--- src/hw/cltr_pkg.sv ---
package cltr_pkg;
  localparam logic [7:0] OP_REG_LOAD_IDX = 8'h87;
  localparam logic [7:0] OP_REG_STORE_IDX = 8'h97;
  localparam logic [7:0] OP_BIT_LOAD = 8'h47;
  localparam logic [7:0] OP_MEM_LOAD_IND = 8'hC3;
  localparam logic [7:0] OP_MEM_STORE_IND = 8'hD3;
  localparam logic [7:0] OP_MEM_LOAD_XS = 8'hE7;
  localparam logic [7:0] OP_MEM_STORE_XS = 8'hF7;
  localparam logic [7:0] OP_MEM_LOAD_XL = 8'hA7;
  localparam logic [7:0] OP_MEM_STORE_XL = 8'hB7;
  localparam logic [7:0] OP_LOAD_DEC = 8'hE2;
  localparam logic [7:0] OP_LOAD_INC = 8'hE3;
  localparam logic [7:0] OP_STORE_PRE_DEC = 8'hF2;
  localparam logic [7:0] OP_STORE_PRE_INC = 8'hF3;
  localparam logic [7:0] OP_WORD_LOAD = 8'hC4;
  localparam logic [3:0] DA_PROG_NIB = 4'h0;
  localparam logic [3:0] DA_DATA_NIB = 4'h1;
  localparam logic [4:0] CYC_IDX = 5'h06;
  localparam logic [4:0] CYC_BIT = 5'h06;
  localparam logic [4:0] CYC_IND = 5'h0A;
  localparam logic [4:0] CYC_XS = 5'h0C;
  localparam logic [4:0] CYC_XL = 5'h0E;
  localparam logic [4:0] CYC_PRE = 5'h0E;
  localparam logic [4:0] CYC_WORD = 5'h08;
  localparam logic [4:0] CYC_ILLEGAL = 5'h04;
  localparam logic [7:0] WORK_BASE = 8'hC0;
  typedef struct packed {
    logic we;
    logic [7:0] addr;
    logic [7:0] wdata;
  } cltr_reg_req_t;
  typedef struct packed {
    logic req;
    logic we;
    logic data_space;
    logic [15:0] addr;
    logic [7:0] wdata;
  } cltr_mem_req_t;
endpackage

--- src/hw/cltr_core.sv ---
`timescale 1ns/10ps
// How it works
// - indexed register address is base plus index
// - bit copy leaves other bits unchanged
// - second byte: register, bit, direction flag
// - even pair program memory, odd data memory
// - indirect memory load/store, ten cycles
// - short offset added to pair, twelve cycles
// - long offset low first, fourteen cycles
// - direct address, nibble picks memory space
// - indexed store leaves working registers unchanged
// - program writes only on reprogrammable parts
// - load then decrement pair, ten cycles
// - load then increment pair, ten cycles
// - pre-decrement pair then store, fourteen cycles
// - pre-increment pair then store, fourteen cycles
// - word copy between pairs, eight cycles
// - condition flags never change
// - source location never modified
module cltr_core #(
  parameter bit PROG_WRITABLE = 1'b1
) (
  input wire logic clk_i,
  input wire logic rst_b_i,
  input wire logic start_i,
  input wire logic [31:0] instr_i,
  input wire logic [7:0] reg_rdata_i,
  input wire logic [7:0] mem_rdata_i,
  output cltr_pkg::cltr_reg_req_t reg_req_o,
  output cltr_pkg::cltr_mem_req_t mem_req_o,
  output logic busy_o,
  output logic done_o,
  output logic illegal_o
);
  import cltr_pkg::*;

  typedef enum logic [2:0] {
    S_IDLE = 3'b000,
    S_RD_A = 3'b001,
    S_RD_B = 3'b011,
    S_ACT = 3'b010,
    S_WB = 3'b110,
    S_WB2 = 3'b111,
    S_WAIT = 3'b101
  } cltr_state_t;

  cltr_state_t state_ff, nxt_state;
  logic [31:0] ins_ff, nxt_ins;
  logic [7:0] a_ff, nxt_a;
  logic [7:0] b_ff, nxt_b;
  logic [7:0] c_ff, nxt_c;
  logic [4:0] cnt_ff, nxt_cnt;
  cltr_reg_req_t reg_ff, nxt_reg;
  cltr_mem_req_t mem_ff, nxt_mem;
  logic busy_ff, nxt_busy;
  logic done_ff, nxt_done;
  logic ill_ff, nxt_ill;

  logic [7:0] opc, b1, b2, b3;
  logic [3:0] hi_n, lo_n;
  logic [15:0] pair;
  logic [15:0] maddr;
  logic [15:0] npair;
  logic is_da;

  function automatic logic [7:0] work_addr(input logic [3:0] r);
    work_addr = WORK_BASE | {4'h0, r};
  endfunction

  function automatic logic [4:0] cycles_of(input logic [7:0] op);
    case (op)
      OP_REG_LOAD_IDX, OP_REG_STORE_IDX: cycles_of = CYC_IDX;
      OP_BIT_LOAD: cycles_of = CYC_BIT;
      OP_MEM_LOAD_IND, OP_MEM_STORE_IND, OP_LOAD_DEC, OP_LOAD_INC: cycles_of = CYC_IND;
      OP_MEM_LOAD_XS, OP_MEM_STORE_XS: cycles_of = CYC_XS;
      OP_MEM_LOAD_XL, OP_MEM_STORE_XL: cycles_of = CYC_XL;
      OP_STORE_PRE_DEC, OP_STORE_PRE_INC: cycles_of = CYC_PRE;
      OP_WORD_LOAD: cycles_of = CYC_WORD;
      default: cycles_of = CYC_ILLEGAL;
    endcase
  endfunction

  function automatic logic is_mem_store(input logic [7:0] op);
    case (op)
      OP_MEM_STORE_IND, OP_MEM_STORE_XS, OP_MEM_STORE_XL: is_mem_store = 1'b1;
      OP_STORE_PRE_DEC, OP_STORE_PRE_INC: is_mem_store = 1'b1;
      default: is_mem_store = 1'b0;
    endcase
  endfunction

  // pair after the auto step; carry or borrow runs into the high byte
  function automatic logic [15:0] step_pair(input logic [7:0] op, input logic [15:0] p);
    case (op)
      OP_LOAD_INC, OP_STORE_PRE_INC: step_pair = p + 16'h0001;
      OP_LOAD_DEC, OP_STORE_PRE_DEC: step_pair = p - 16'h0001;
      default: step_pair = p;
    endcase
  endfunction

  // direct forms: nibble 0001 is data space; pair forms: odd pair code is data space
  function automatic logic space_of(input logic da, input logic [3:0] nib);
    if (da) begin
      space_of = (nib == DA_DATA_NIB);
    end else begin
      space_of = nib[0];
    end
  endfunction

  function automatic cltr_reg_req_t reg_write(input logic [7:0] addr, input logic [7:0] data);
    reg_write.we = 1'b1;
    reg_write.addr = addr;
    reg_write.wdata = data;
  endfunction

  function automatic cltr_mem_req_t mem_access(input logic wr, input logic space, input logic [15:0] addr,
                                               input logic [7:0] data);
    mem_access.req = 1'b1;
    mem_access.we = wr;
    mem_access.data_space = space;
    mem_access.addr = addr;
    mem_access.wdata = data;
  endfunction

  always_comb begin
    opc = ins_ff[31:24];
    b1 = ins_ff[23:16];
    b2 = ins_ff[15:8];
    b3 = ins_ff[7:0];
    hi_n = b1[7:4];
    lo_n = b1[3:0];
    is_da = ((opc == OP_MEM_LOAD_XL) || (opc == OP_MEM_STORE_XL)) && (lo_n[3:1] == DA_PROG_NIB[3:1]);
    pair = {a_ff, b_ff};
    npair = step_pair(opc, pair);
    maddr = pair;
    case (opc)
      OP_MEM_LOAD_XS, OP_MEM_STORE_XS: maddr = pair + {8'h00, b2};
      OP_MEM_LOAD_XL, OP_MEM_STORE_XL: maddr = is_da ? {b3, b2} : pair + {b3, b2};
      OP_STORE_PRE_DEC, OP_STORE_PRE_INC: maddr = npair;
      default: maddr = pair;
    endcase
  end

  always_comb begin
    nxt_state = state_ff;
    nxt_ins = ins_ff;
    nxt_a = a_ff;
    nxt_b = b_ff;
    nxt_c = c_ff;
    nxt_reg = '0;
    nxt_mem = '0;
    nxt_busy = busy_ff;
    nxt_done = 1'b0;
    nxt_ill = ill_ff;
    // register reads answer in the cycle the registered address is presented
    // walk: idle takes the word and presents read A
    // RD_A keeps A, presents B; RD_B keeps B, presents C
    // ACT keeps C and issues the register write or the memory request
    // WB writes the loaded byte, the second word byte or the stepped low byte
    // WB2 writes the stepped high byte of the pair
    // WAIT burns the rest of the cycle budget
    case (state_ff)
      S_IDLE: begin
        if (start_i) begin
          nxt_ins = instr_i;
          nxt_busy = 1'b1;
          nxt_ill = 1'b0;
          nxt_state = S_RD_A;
          case (instr_i[31:24])
            OP_REG_LOAD_IDX, OP_REG_STORE_IDX: nxt_reg.addr = work_addr(instr_i[19:16]);
            OP_BIT_LOAD: nxt_reg.addr = instr_i[15:8];
            OP_WORD_LOAD: nxt_reg.addr = instr_i[23:16]; // source pair high byte
            default: nxt_reg.addr = work_addr({instr_i[19:17], 1'b0}); // pair high byte
          endcase
        end
      end
      S_RD_A: begin
        nxt_a = reg_rdata_i;
        nxt_state = S_RD_B;
        case (opc)
          OP_REG_LOAD_IDX: nxt_reg.addr = work_addr(hi_n);
          OP_REG_STORE_IDX: nxt_reg.addr = work_addr(hi_n);
          OP_BIT_LOAD: nxt_reg.addr = work_addr(hi_n);
          OP_WORD_LOAD: nxt_reg.addr = b1 + 8'h01;
          default: nxt_reg.addr = work_addr({lo_n[3:1], 1'b1});
        endcase
      end
      S_RD_B: begin
        nxt_b = reg_rdata_i;
        nxt_state = S_ACT;
        case (opc)
          OP_REG_LOAD_IDX: nxt_reg.addr = b2 + a_ff;
          OP_REG_STORE_IDX, OP_BIT_LOAD, OP_WORD_LOAD: nxt_reg.addr = 8'h00;
          default: nxt_reg.addr = work_addr(hi_n);
        endcase
      end
      S_ACT: begin
        nxt_c = reg_rdata_i;
        nxt_state = S_WB;
        case (opc)
          OP_REG_LOAD_IDX: begin
            nxt_reg = '{we: 1'b1, addr: work_addr(hi_n), wdata: reg_rdata_i};
          end
          OP_REG_STORE_IDX: begin
            nxt_reg = '{we: 1'b1, addr: b2 + a_ff, wdata: b_ff};
          end
          OP_BIT_LOAD: begin
            // flag 0 loads working register bit 0 from register bit
            if (!b1[0]) begin
              nxt_reg = '{we: 1'b1, addr: work_addr(hi_n), wdata: {b_ff[7:1], a_ff[b1[3:1]]}};
            end else begin
              nxt_reg.we = 1'b1;
              nxt_reg.addr = b2;
              nxt_reg.wdata = a_ff;
              nxt_reg.wdata[b1[3:1]] = b_ff[0];
            end
          end
          OP_WORD_LOAD: begin
            nxt_reg = reg_write(b2, a_ff);
          end
          OP_MEM_LOAD_IND, OP_MEM_LOAD_XS, OP_MEM_LOAD_XL, OP_LOAD_DEC, OP_LOAD_INC: begin
            nxt_mem = mem_access(1'b0, space_of(is_da, lo_n), maddr, 8'h00);
            if ((opc == OP_LOAD_DEC) || (opc == OP_LOAD_INC)) begin
              // low byte of the stepped pair goes out while memory answers
              nxt_reg = reg_write(work_addr({lo_n[3:1], 1'b1}), npair[7:0]);
            end
            nxt_ill = (opc == OP_MEM_LOAD_XL) && !is_da && (lo_n[3:1] == 3'h0);
          end
          default: begin
            if (is_mem_store(opc)) begin
              nxt_mem = mem_access(1'b1, space_of(is_da, lo_n), maddr, reg_rdata_i);
              nxt_mem.req = nxt_mem.data_space || PROG_WRITABLE;
              nxt_ill = (opc == OP_MEM_STORE_XL) && !is_da && (lo_n[3:1] == 3'h0);
            end else begin
              nxt_ill = 1'b1;
            end
          end
        endcase
      end
      S_WB: begin
        nxt_state = S_WAIT;
        case (opc)
          OP_WORD_LOAD: nxt_reg = reg_write(b2 + 8'h01, b_ff);
          OP_MEM_LOAD_IND, OP_MEM_LOAD_XS, OP_MEM_LOAD_XL, OP_LOAD_DEC, OP_LOAD_INC: begin
            nxt_reg = '{we: 1'b1, addr: work_addr(hi_n), wdata: mem_rdata_i};
            if ((opc == OP_LOAD_DEC) || (opc == OP_LOAD_INC)) begin
              nxt_state = S_WB2;
            end
          end
          OP_STORE_PRE_DEC, OP_STORE_PRE_INC: begin
            nxt_reg = '{we: 1'b1, addr: work_addr({lo_n[3:1], 1'b1}), wdata: maddr[7:0]};
            nxt_state = S_WB2;
          end
          default: nxt_state = S_WAIT;
        endcase
      end
      S_WB2: begin
        // high byte of the stepped pair; the low byte went out earlier
        nxt_state = S_WAIT;
        nxt_reg = reg_write(work_addr({lo_n[3:1], 1'b0}), npair[15:8]);
      end
      S_WAIT: begin
        // leave so that the next start lands one budget after this one; the four-cycle illegal budget still takes six cycles
        if (cnt_ff <= 5'h01) begin
          nxt_state = S_IDLE;
          nxt_busy = 1'b0;
          nxt_done = 1'b1;
        end
      end
      default: nxt_state = S_IDLE;
    endcase
  end

  // instruction cycle budget, loaded on start and run down while busy
  always_comb begin
    nxt_cnt = cnt_ff;
    if ((state_ff == S_IDLE) && start_i) begin
      nxt_cnt = cycles_of(instr_i[31:24]) - 5'h01;
    end else if ((state_ff != S_IDLE) && (cnt_ff != 5'h00)) begin
      nxt_cnt = cnt_ff - 5'h01;
    end
  end

  always_ff @(posedge clk_i or negedge rst_b_i) begin
    if (!rst_b_i) begin
      cnt_ff <= '0;
    end else begin
      cnt_ff <= nxt_cnt;
    end
  end

  always_ff @(posedge clk_i or negedge rst_b_i) begin
    if (!rst_b_i) begin
      state_ff <= S_IDLE;
      ins_ff <= '0;
      a_ff <= '0;
      b_ff <= '0;
      c_ff <= '0;
      reg_ff <= '0;
      mem_ff <= '0;
      busy_ff <= 1'b0;
      done_ff <= 1'b0;
      ill_ff <= 1'b0;
    end else begin
      state_ff <= nxt_state;
      ins_ff <= nxt_ins;
      a_ff <= nxt_a;
      b_ff <= nxt_b;
      c_ff <= nxt_c;
      reg_ff <= nxt_reg;
      mem_ff <= nxt_mem;
      busy_ff <= nxt_busy;
      done_ff <= nxt_done;
      ill_ff <= nxt_ill;
    end
  end

  // no flag register is touched by this group
  assign reg_req_o = reg_ff;
  assign mem_req_o = mem_ff;
  assign busy_o = busy_ff;
  assign done_o = done_ff;
  assign illegal_o = ill_ff;
endmodule

--- config.mk ---
export PLATFORM = sky130hd
export DESIGN_NAME = cltr_core
export DESIGN_NICKNAME = d
export VERILOG_FILES = /design/src/hw/cltr_pkg.sv /design/src/hw/cltr_core.sv
export SDC_FILE = /design/constraint.sdc
export NUM_CORES = 1
export LEC_CHECK = 0
export ABC_AREA = 1
export BUFFER_PORTS_ARGS = -buffer_cell sky130_fd_sc_hd__buf_2
export CORE_UTILIZATION = 57
export DETAILED_ROUTE_END_ITERATION = 10
export GPL_ROUTABILITY_DRIVEN = 0
export PLACE_DENSITY_LB_ADDON = 0.2
export SLEW_MARGIN = 20
export SYNTH_ARGS = -nofsm -noshare
export SYNTH_HDL_FRONTEND = slang
export SYNTH_SLANG_ARGS = --single-unit
--- constraint.sdc ---
create_clock -name clk_i -period 3.1 [get_ports clk_i]
set_input_delay 0.155 -clock clk_i [delete_from_list [all_inputs] [get_ports clk_i]]
set_output_delay 0.155 -clock clk_i [all_outputs]
set_load 0.005 [all_outputs]
* Word-level counts from Yosys, hierarchy flattened
Cells that the tools add are included.
** Storage, ports and cells
- Logic and storage cells :: 148
- Output and inout bits :: 47
- Register bits :: 103
** Operators by class
- $lt $le $gt $ge :: 3
- Equality and inequality tests :: 38
- Mux-type cells :: 44
- Reductions and logical operators :: 38
- $add $sub $neg :: 9
** Operator list (number)
- 8-bit == test, second input constant :: 26
- 17-bit case mux with 5 select lines :: 1
- 27-bit 2-to-1 mux :: 2
- 27-bit case mux with 2 select lines :: 1
- 17-bit case mux with 3 select lines :: 1
- 16-bit case mux with 3 select lines :: 1
- 8-bit case mux with 3 select lines :: 2
- 8-bit case mux with 6 select lines :: 1
- 16-bit 2-to-1 mux :: 2
- 16-bit case mux with 2 select lines :: 1
- 8-bit case mux with 2 select lines :: 2
- 3-bit case mux with 7 select lines :: 1
- 4-bit case mux with 5 select lines :: 1
- 17-bit 2-to-1 mux :: 1
- 16-bit by 1-bit adder with 16-bit output, second input constant :: 1
- 16-bit adder :: 1
- 16-bit by 8-bit adder with 16-bit output :: 1
- 8-bit by 1-bit adder with 8-bit output, second input constant :: 2
- 8-bit by 7-bit == test with 1-bit output, second input constant :: 2
- 16-bit by 1-bit subtractor with 16-bit output, second input constant :: 1
- 5-bit 2-to-1 mux :: 3
- 2-bit OR reduction :: 7
- 1-bit 2-to-1 mux :: 12
- 4-bit OR reduction :: 3
- other kinds (31) :: 56

* Depth between registers and ports, before layout
- Word-level depth :: 9
- Gate-level depth with buffers :: 21
- Depth with buffers taken out :: 21

* Worst setup path before layout
No wires, ideal clock.
- Path kind :: register to register
- Start :: register ins_ff[31]
- End :: register reg_ff, in the netlist reg_req_o[6]
- Arrival :: 2.445 ns
- Buffers on the path :: 0
- Path slack :: 0.516 ns
- Data required time :: 2.960 ns
- Cell stages (with the launch flop) :: 19
- Period minus slack after synthesis :: 2.584 ns
- Cell sequence :: dfrtp_1 nand2_2 nor2_2 nand2_1 nand2_1 inv_1 fa_1 inv_1 nand3_1 nand2_1 nand3_1 nand2_1 nand2_1 nand3_1 nand3_1 nand2_1 nand2_1 inv_1 a21oi_1
** On the way
- Longest elaborated chain between the ends :: 7
- Elaborated cells between the ends (all ways) :: 29
** RTL lines
- from (decl) :: line cltr_core.sv:48 : logic [31:0] ins_ff, nxt_ins;
- from (signal assigned) :: line cltr_core.sv:305 : ins_ff <= nxt_ins;
- parallel branches: the longest is 6 deep, another holds 17-bit case mux with 3 select lines
- 8-bit case mux with 3 select lines * :: line cltr_core.sv:161 : case (state_ff)
- via nxt_reg[6] :: line cltr_core.sv:53 : cltr_reg_req_t reg_ff, nxt_reg;
- to (signal assigned) :: line cltr_core.sv:309 : reg_ff <= nxt_reg;
- to (decl) :: line cltr_core.sv:53
Mark *: on every way through the listed nets, which the timed path passes.
A chain may end at the register's enable or synchronous reset.

* Worst setup path in the final report
- Start :: register ins_ff[24]
- End :: register reg_ff, in the netlist reg_req_o[0]
Same word-level chain as after synthesis.

==> results_dict.tcl <==
set metrics [dict create \
    slew_headroom_pct 51.8 \
    ys.flop_type "dfrtp_1" \
    clk_pin_slew_worst_paths_ns 0.07 \
    path_cells "inv_1 > nand2_1 > nor2_1 > nand2_1 > nand2_4 > buf_4 > ha_1 > a21oi_1 > o21ai_0 > a21oi_1 > xor2_1 > nand2_1 > nand3_1 > nand2_1 > nand2_1 > nand2_1" \
    final_area_mm2 0.0100 \
    cts-root-buf "clkbuf_16" \
    final_cells 1701 \
    synth_area_mm2 0.00889 \
    rows 45 \
    ys.warnings.count 0 \
    met3_usage_pct 7.09 \
    htree_levels 3 \
    firstDrtPassIters 6 \
    top_usage_layer "met2" \
    rr_endpoint "reg_req_o[0]" \
    grt_max_degree 55 \
    post-route-period-util_pct 90.9 \
    skew_ns 0.0104 \
    drt_iter0_drc 1232 \
    power_frac_seq_pct 29.7 \
    die_w_um 127 \
    clockBufferDepth 2 \
    routed_via_density 6.00 \
    hold_violations 0 \
    io_pins 98 \
    syn_nets 1507 \
    hpwl_um 23100 \
    combPwrFrac_pct 56.8 \
    grtUsageMet1_pct 49.5 \
    slew_violations 0 \
    yosys-top-cells-count "nand2_1, inv_1, nand3_1, nor2_1, dfrtp_1" \
    routedWlPerCell_um 17.7 \
    power.share.clock_pct 13.6 \
    status "finished, final reports clean" \
    p_per_area_mw_per_mm2 855 \
    hold_start "instr_i[7]" \
    hold_end "ins_ff[7]" \
    crit_type "reg -> reg" \
    placement.cell_area_mm2 0.00963 \
    regToRegSetupSlack_ns 0.28 \
    synth_most_common_cell "nand2_1" \
    switching_share_pct 53.3 \
    cp_max_fo 10 \
    r2r-start "ins_ff[24]" \
    synth_area_leaders "dfrtp_1, nand2_1, nand3_1, inv_1, ha_1" \
    fmax_ghz 0.355 \
    start_kind "flip-flop" \
    grt_pass1_wl_um 47300 \
    antenna_cells 0 \
    syn_to_final_growth_pct 12.5 \
    async_reset_ff_share_pct 100 \
    critPathCaptureType "flip-flop" \
    vias 10200 \
    synth_top_area_cell "dfrtp_1" \
    yosysTopAreaCellShare_pct 29.0 \
    synth_edf_count 0 \
    power_leakage_nw 5.39 \
    syn_inst 1405 \
    final_util_pct 65.8 \
    clkLatencyLatePin_ns 0.37 \
    critPathRequiredTime_ns 3.36 \
    dp_cells 1679 \
    cts_made_buffers 9 \
    ir_drop_v 0.000521 \
    ys_types 50 \
    final_nets 1611 \
    antenna_found_initial 0 \
    cp_num_buf_inv 2 \
    grt_pass1_vias 9242 \
    synth.avg_cell_area_um2 6.33 \
    finalCriticalPeriod_ns 2.82 \
    start_util_pct 58.5 \
    io_buffers 97 \
    cts_tree "done" \
    drcViolationCount 0 \
    seq_area_frac_synth_pct 29.0 \
    dieHeight_um 127 \
    drive_gt1_share_pct 11.4 \
    seq_area_mm2 0.00258 \
    multi_input_area_mm2 0.00550 \
    grt_overflow 0 \
    cts.sinks 103 \
    cpMostUsedCell "nand2_1" \
    worst_hold_path_type "in -> reg" \
    cap_violations 0 \
    cp_top_family "simple AND/OR/NAND/NOR gates" \
    drt_wl_total_um 30100 \
    whs_path_depth 3 \
    track_usage_pct 38.4 \
    fillers 1446 \
    r2r.worst_path.cells 16 \
    core_region_area_mm2 0.0152 \
    ys_seq_elements 103 \
    worstPathArrival_ns 3.08 \
    grt_setup_unrepaired "false" \
    grtUsageMet2_pct 58.7 \
    cp_slowest_cell "dfrtp_1" \
    p_sw_mw 4.56 \
    crit_path_max_incr_delay_ns 0.42 \
    tns_ns 0 \
    dieArea_mm2 0.0161 \
    antenna_left 0 \
    internal_power_mw 3.99 \
    worst_pin_slew_ns 0.724 \
    setup_violations 0 \
]
-- sequential cells by signal, indices dropped and copies added, names as in the netlist --
signal and cells:
b_ff 8, a_ff 8, mem_req_o 27, illegal_o 1
busy_o 1, reg_req_o 17, done_o 1, state_ff 3
cnt_ff 5, ins_ff 32
-- power groups by stage --
stage / Combinational (mW) / Clock, mW / Sequential (mW)
detailed placement: 4.67 / 0 / 2.51
global route: 5.39 / 1.21 / 2.56
finish: 4.85 / 1.16 / 2.54
CTS: 4.72 / 1.16 / 2.48
global placement: 4.56 / 0 / 2.49
floorplan: 3.50 / 0 / 2.16
-- kinds of logic (layout without fill, tap and decap cells) --
kind of cell | Yosys count | in the layout | synth area share [%]
AO/OA/AOI/OAI | 236 | 236 | 14.9
XOR/XNOR | 15 | 15 | 1.48
adder cells (fa/ha/maj) | 51 | 51 | 7.43
buffers and inverters | 210 | 318 | 9.22
flip-flops | 103 | 103 | 29.0
AND/OR/NAND/NOR | 790 | 790 | 38.0
-- worst min-delay path: stages --
cell and delay, ns:
buf_2 0.07, nand2_1 0.05, nand2_1 0.06
-- cell usage in the layout (no fill, tap or decap), types with 3 or more instances in the layout --
cell / Yosys / final
xnor2_1: 7 / 7
nand3b_1: 14 / 14
inv_1: 164 / 164
nand2_2: 6 / 6
nor2_4: 4 / 4
buf_2: 10 / 96
a31oi_1: 3 / 3
ha_1: 48 / 48
buf_4: 1 / 21
xor2_1: 8 / 8
dfrtp_1: 103 / 103
clkbuf_16: 0 / 9
nand2_1: 454 / 453
dlygate4sd3_1: 0 / 7
nor3_1: 24 / 24
nor2_2: 4 / 4
or2_2: 4 / 4
clkinvlp_4: 0 / 4
o21bai_1: 4 / 4
fa_1: 3 / 3
nand4_1: 25 / 25
o211ai_1: 15 / 15
inv_2: 12 / 12
nand3_1: 124 / 124
o22ai_1: 10 / 10
a21oi_1: 83 / 83
o21ai_0: 100 / 100
nor2_1: 122 / 122
o2111ai_1: 3 / 3
-- what timing repair did --
| item | 4_1_cts | 5_1_grt |
|---|---|---|
| hold buffers | 7 | 0 |
| setup buffers | 0 | 0 |
| setup endpoints to repair | 0 | 10 |
| hold endpoints to repair | 55 | 0 |
| resized for setup | 0 | 2 |
-- through the flow --
stage / power [mW] / setup slack, ns / hold slack, ns
after global routing: 9.16 / 0.0453 / 0.0273
after CTS: 8.37 / 0.145 / 0.00760
final: 8.55 / 0.283 / 0.0116
after floorplan: 5.67 / 0.516 / -0.141
after global placement: 7.05 / 0.305 / 0.219
after detailed placement: 7.18 / 0.160 / 0.225
-- layer usage --
metal	routed length (µm)	vias to the layer above	part of all wire [%]
met2	13100	605	43
met5	0	-	0
li1	-	4803	-
met3	3020	141	10
met4	2070	0	6.9
met1	11900	4664	40
-- cell type report --
cell class              instances  area share [%]
multi-input cells            1092            55.0
flip-flops and latches        103            25.8
repair buffers                125            7.28
inverters                     178            6.68
well taps                     188            2.35
clock buffers                  10            2.29
clock inverters                 5           0.601
-- worst max-delay path by stage --
| stage | cells past startpoint | from | slack, ns | endpoint |
|---|---|---|---|---|
| 2_1_floorplan | 18 | ins_ff[31] | 0.52 | reg_req_o[6] |
| 3_3_place_gp | 15 | ins_ff[31] | 0.31 | reg_req_o[0] |
| 3_5_place_dp | 16 | ins_ff[24] | 0.16 | reg_req_o[0] |
| 4_1_cts | 16 | ins_ff[24] | 0.15 | reg_req_o[0] |
| 5_1_grt | 16 | ins_ff[24] | 0.05 | reg_req_o[0] |
| 6_report | 16 | ins_ff[24] | 0.28 | reg_req_o[0] |
No activity file was read; power rests on OpenSTA's default activity.
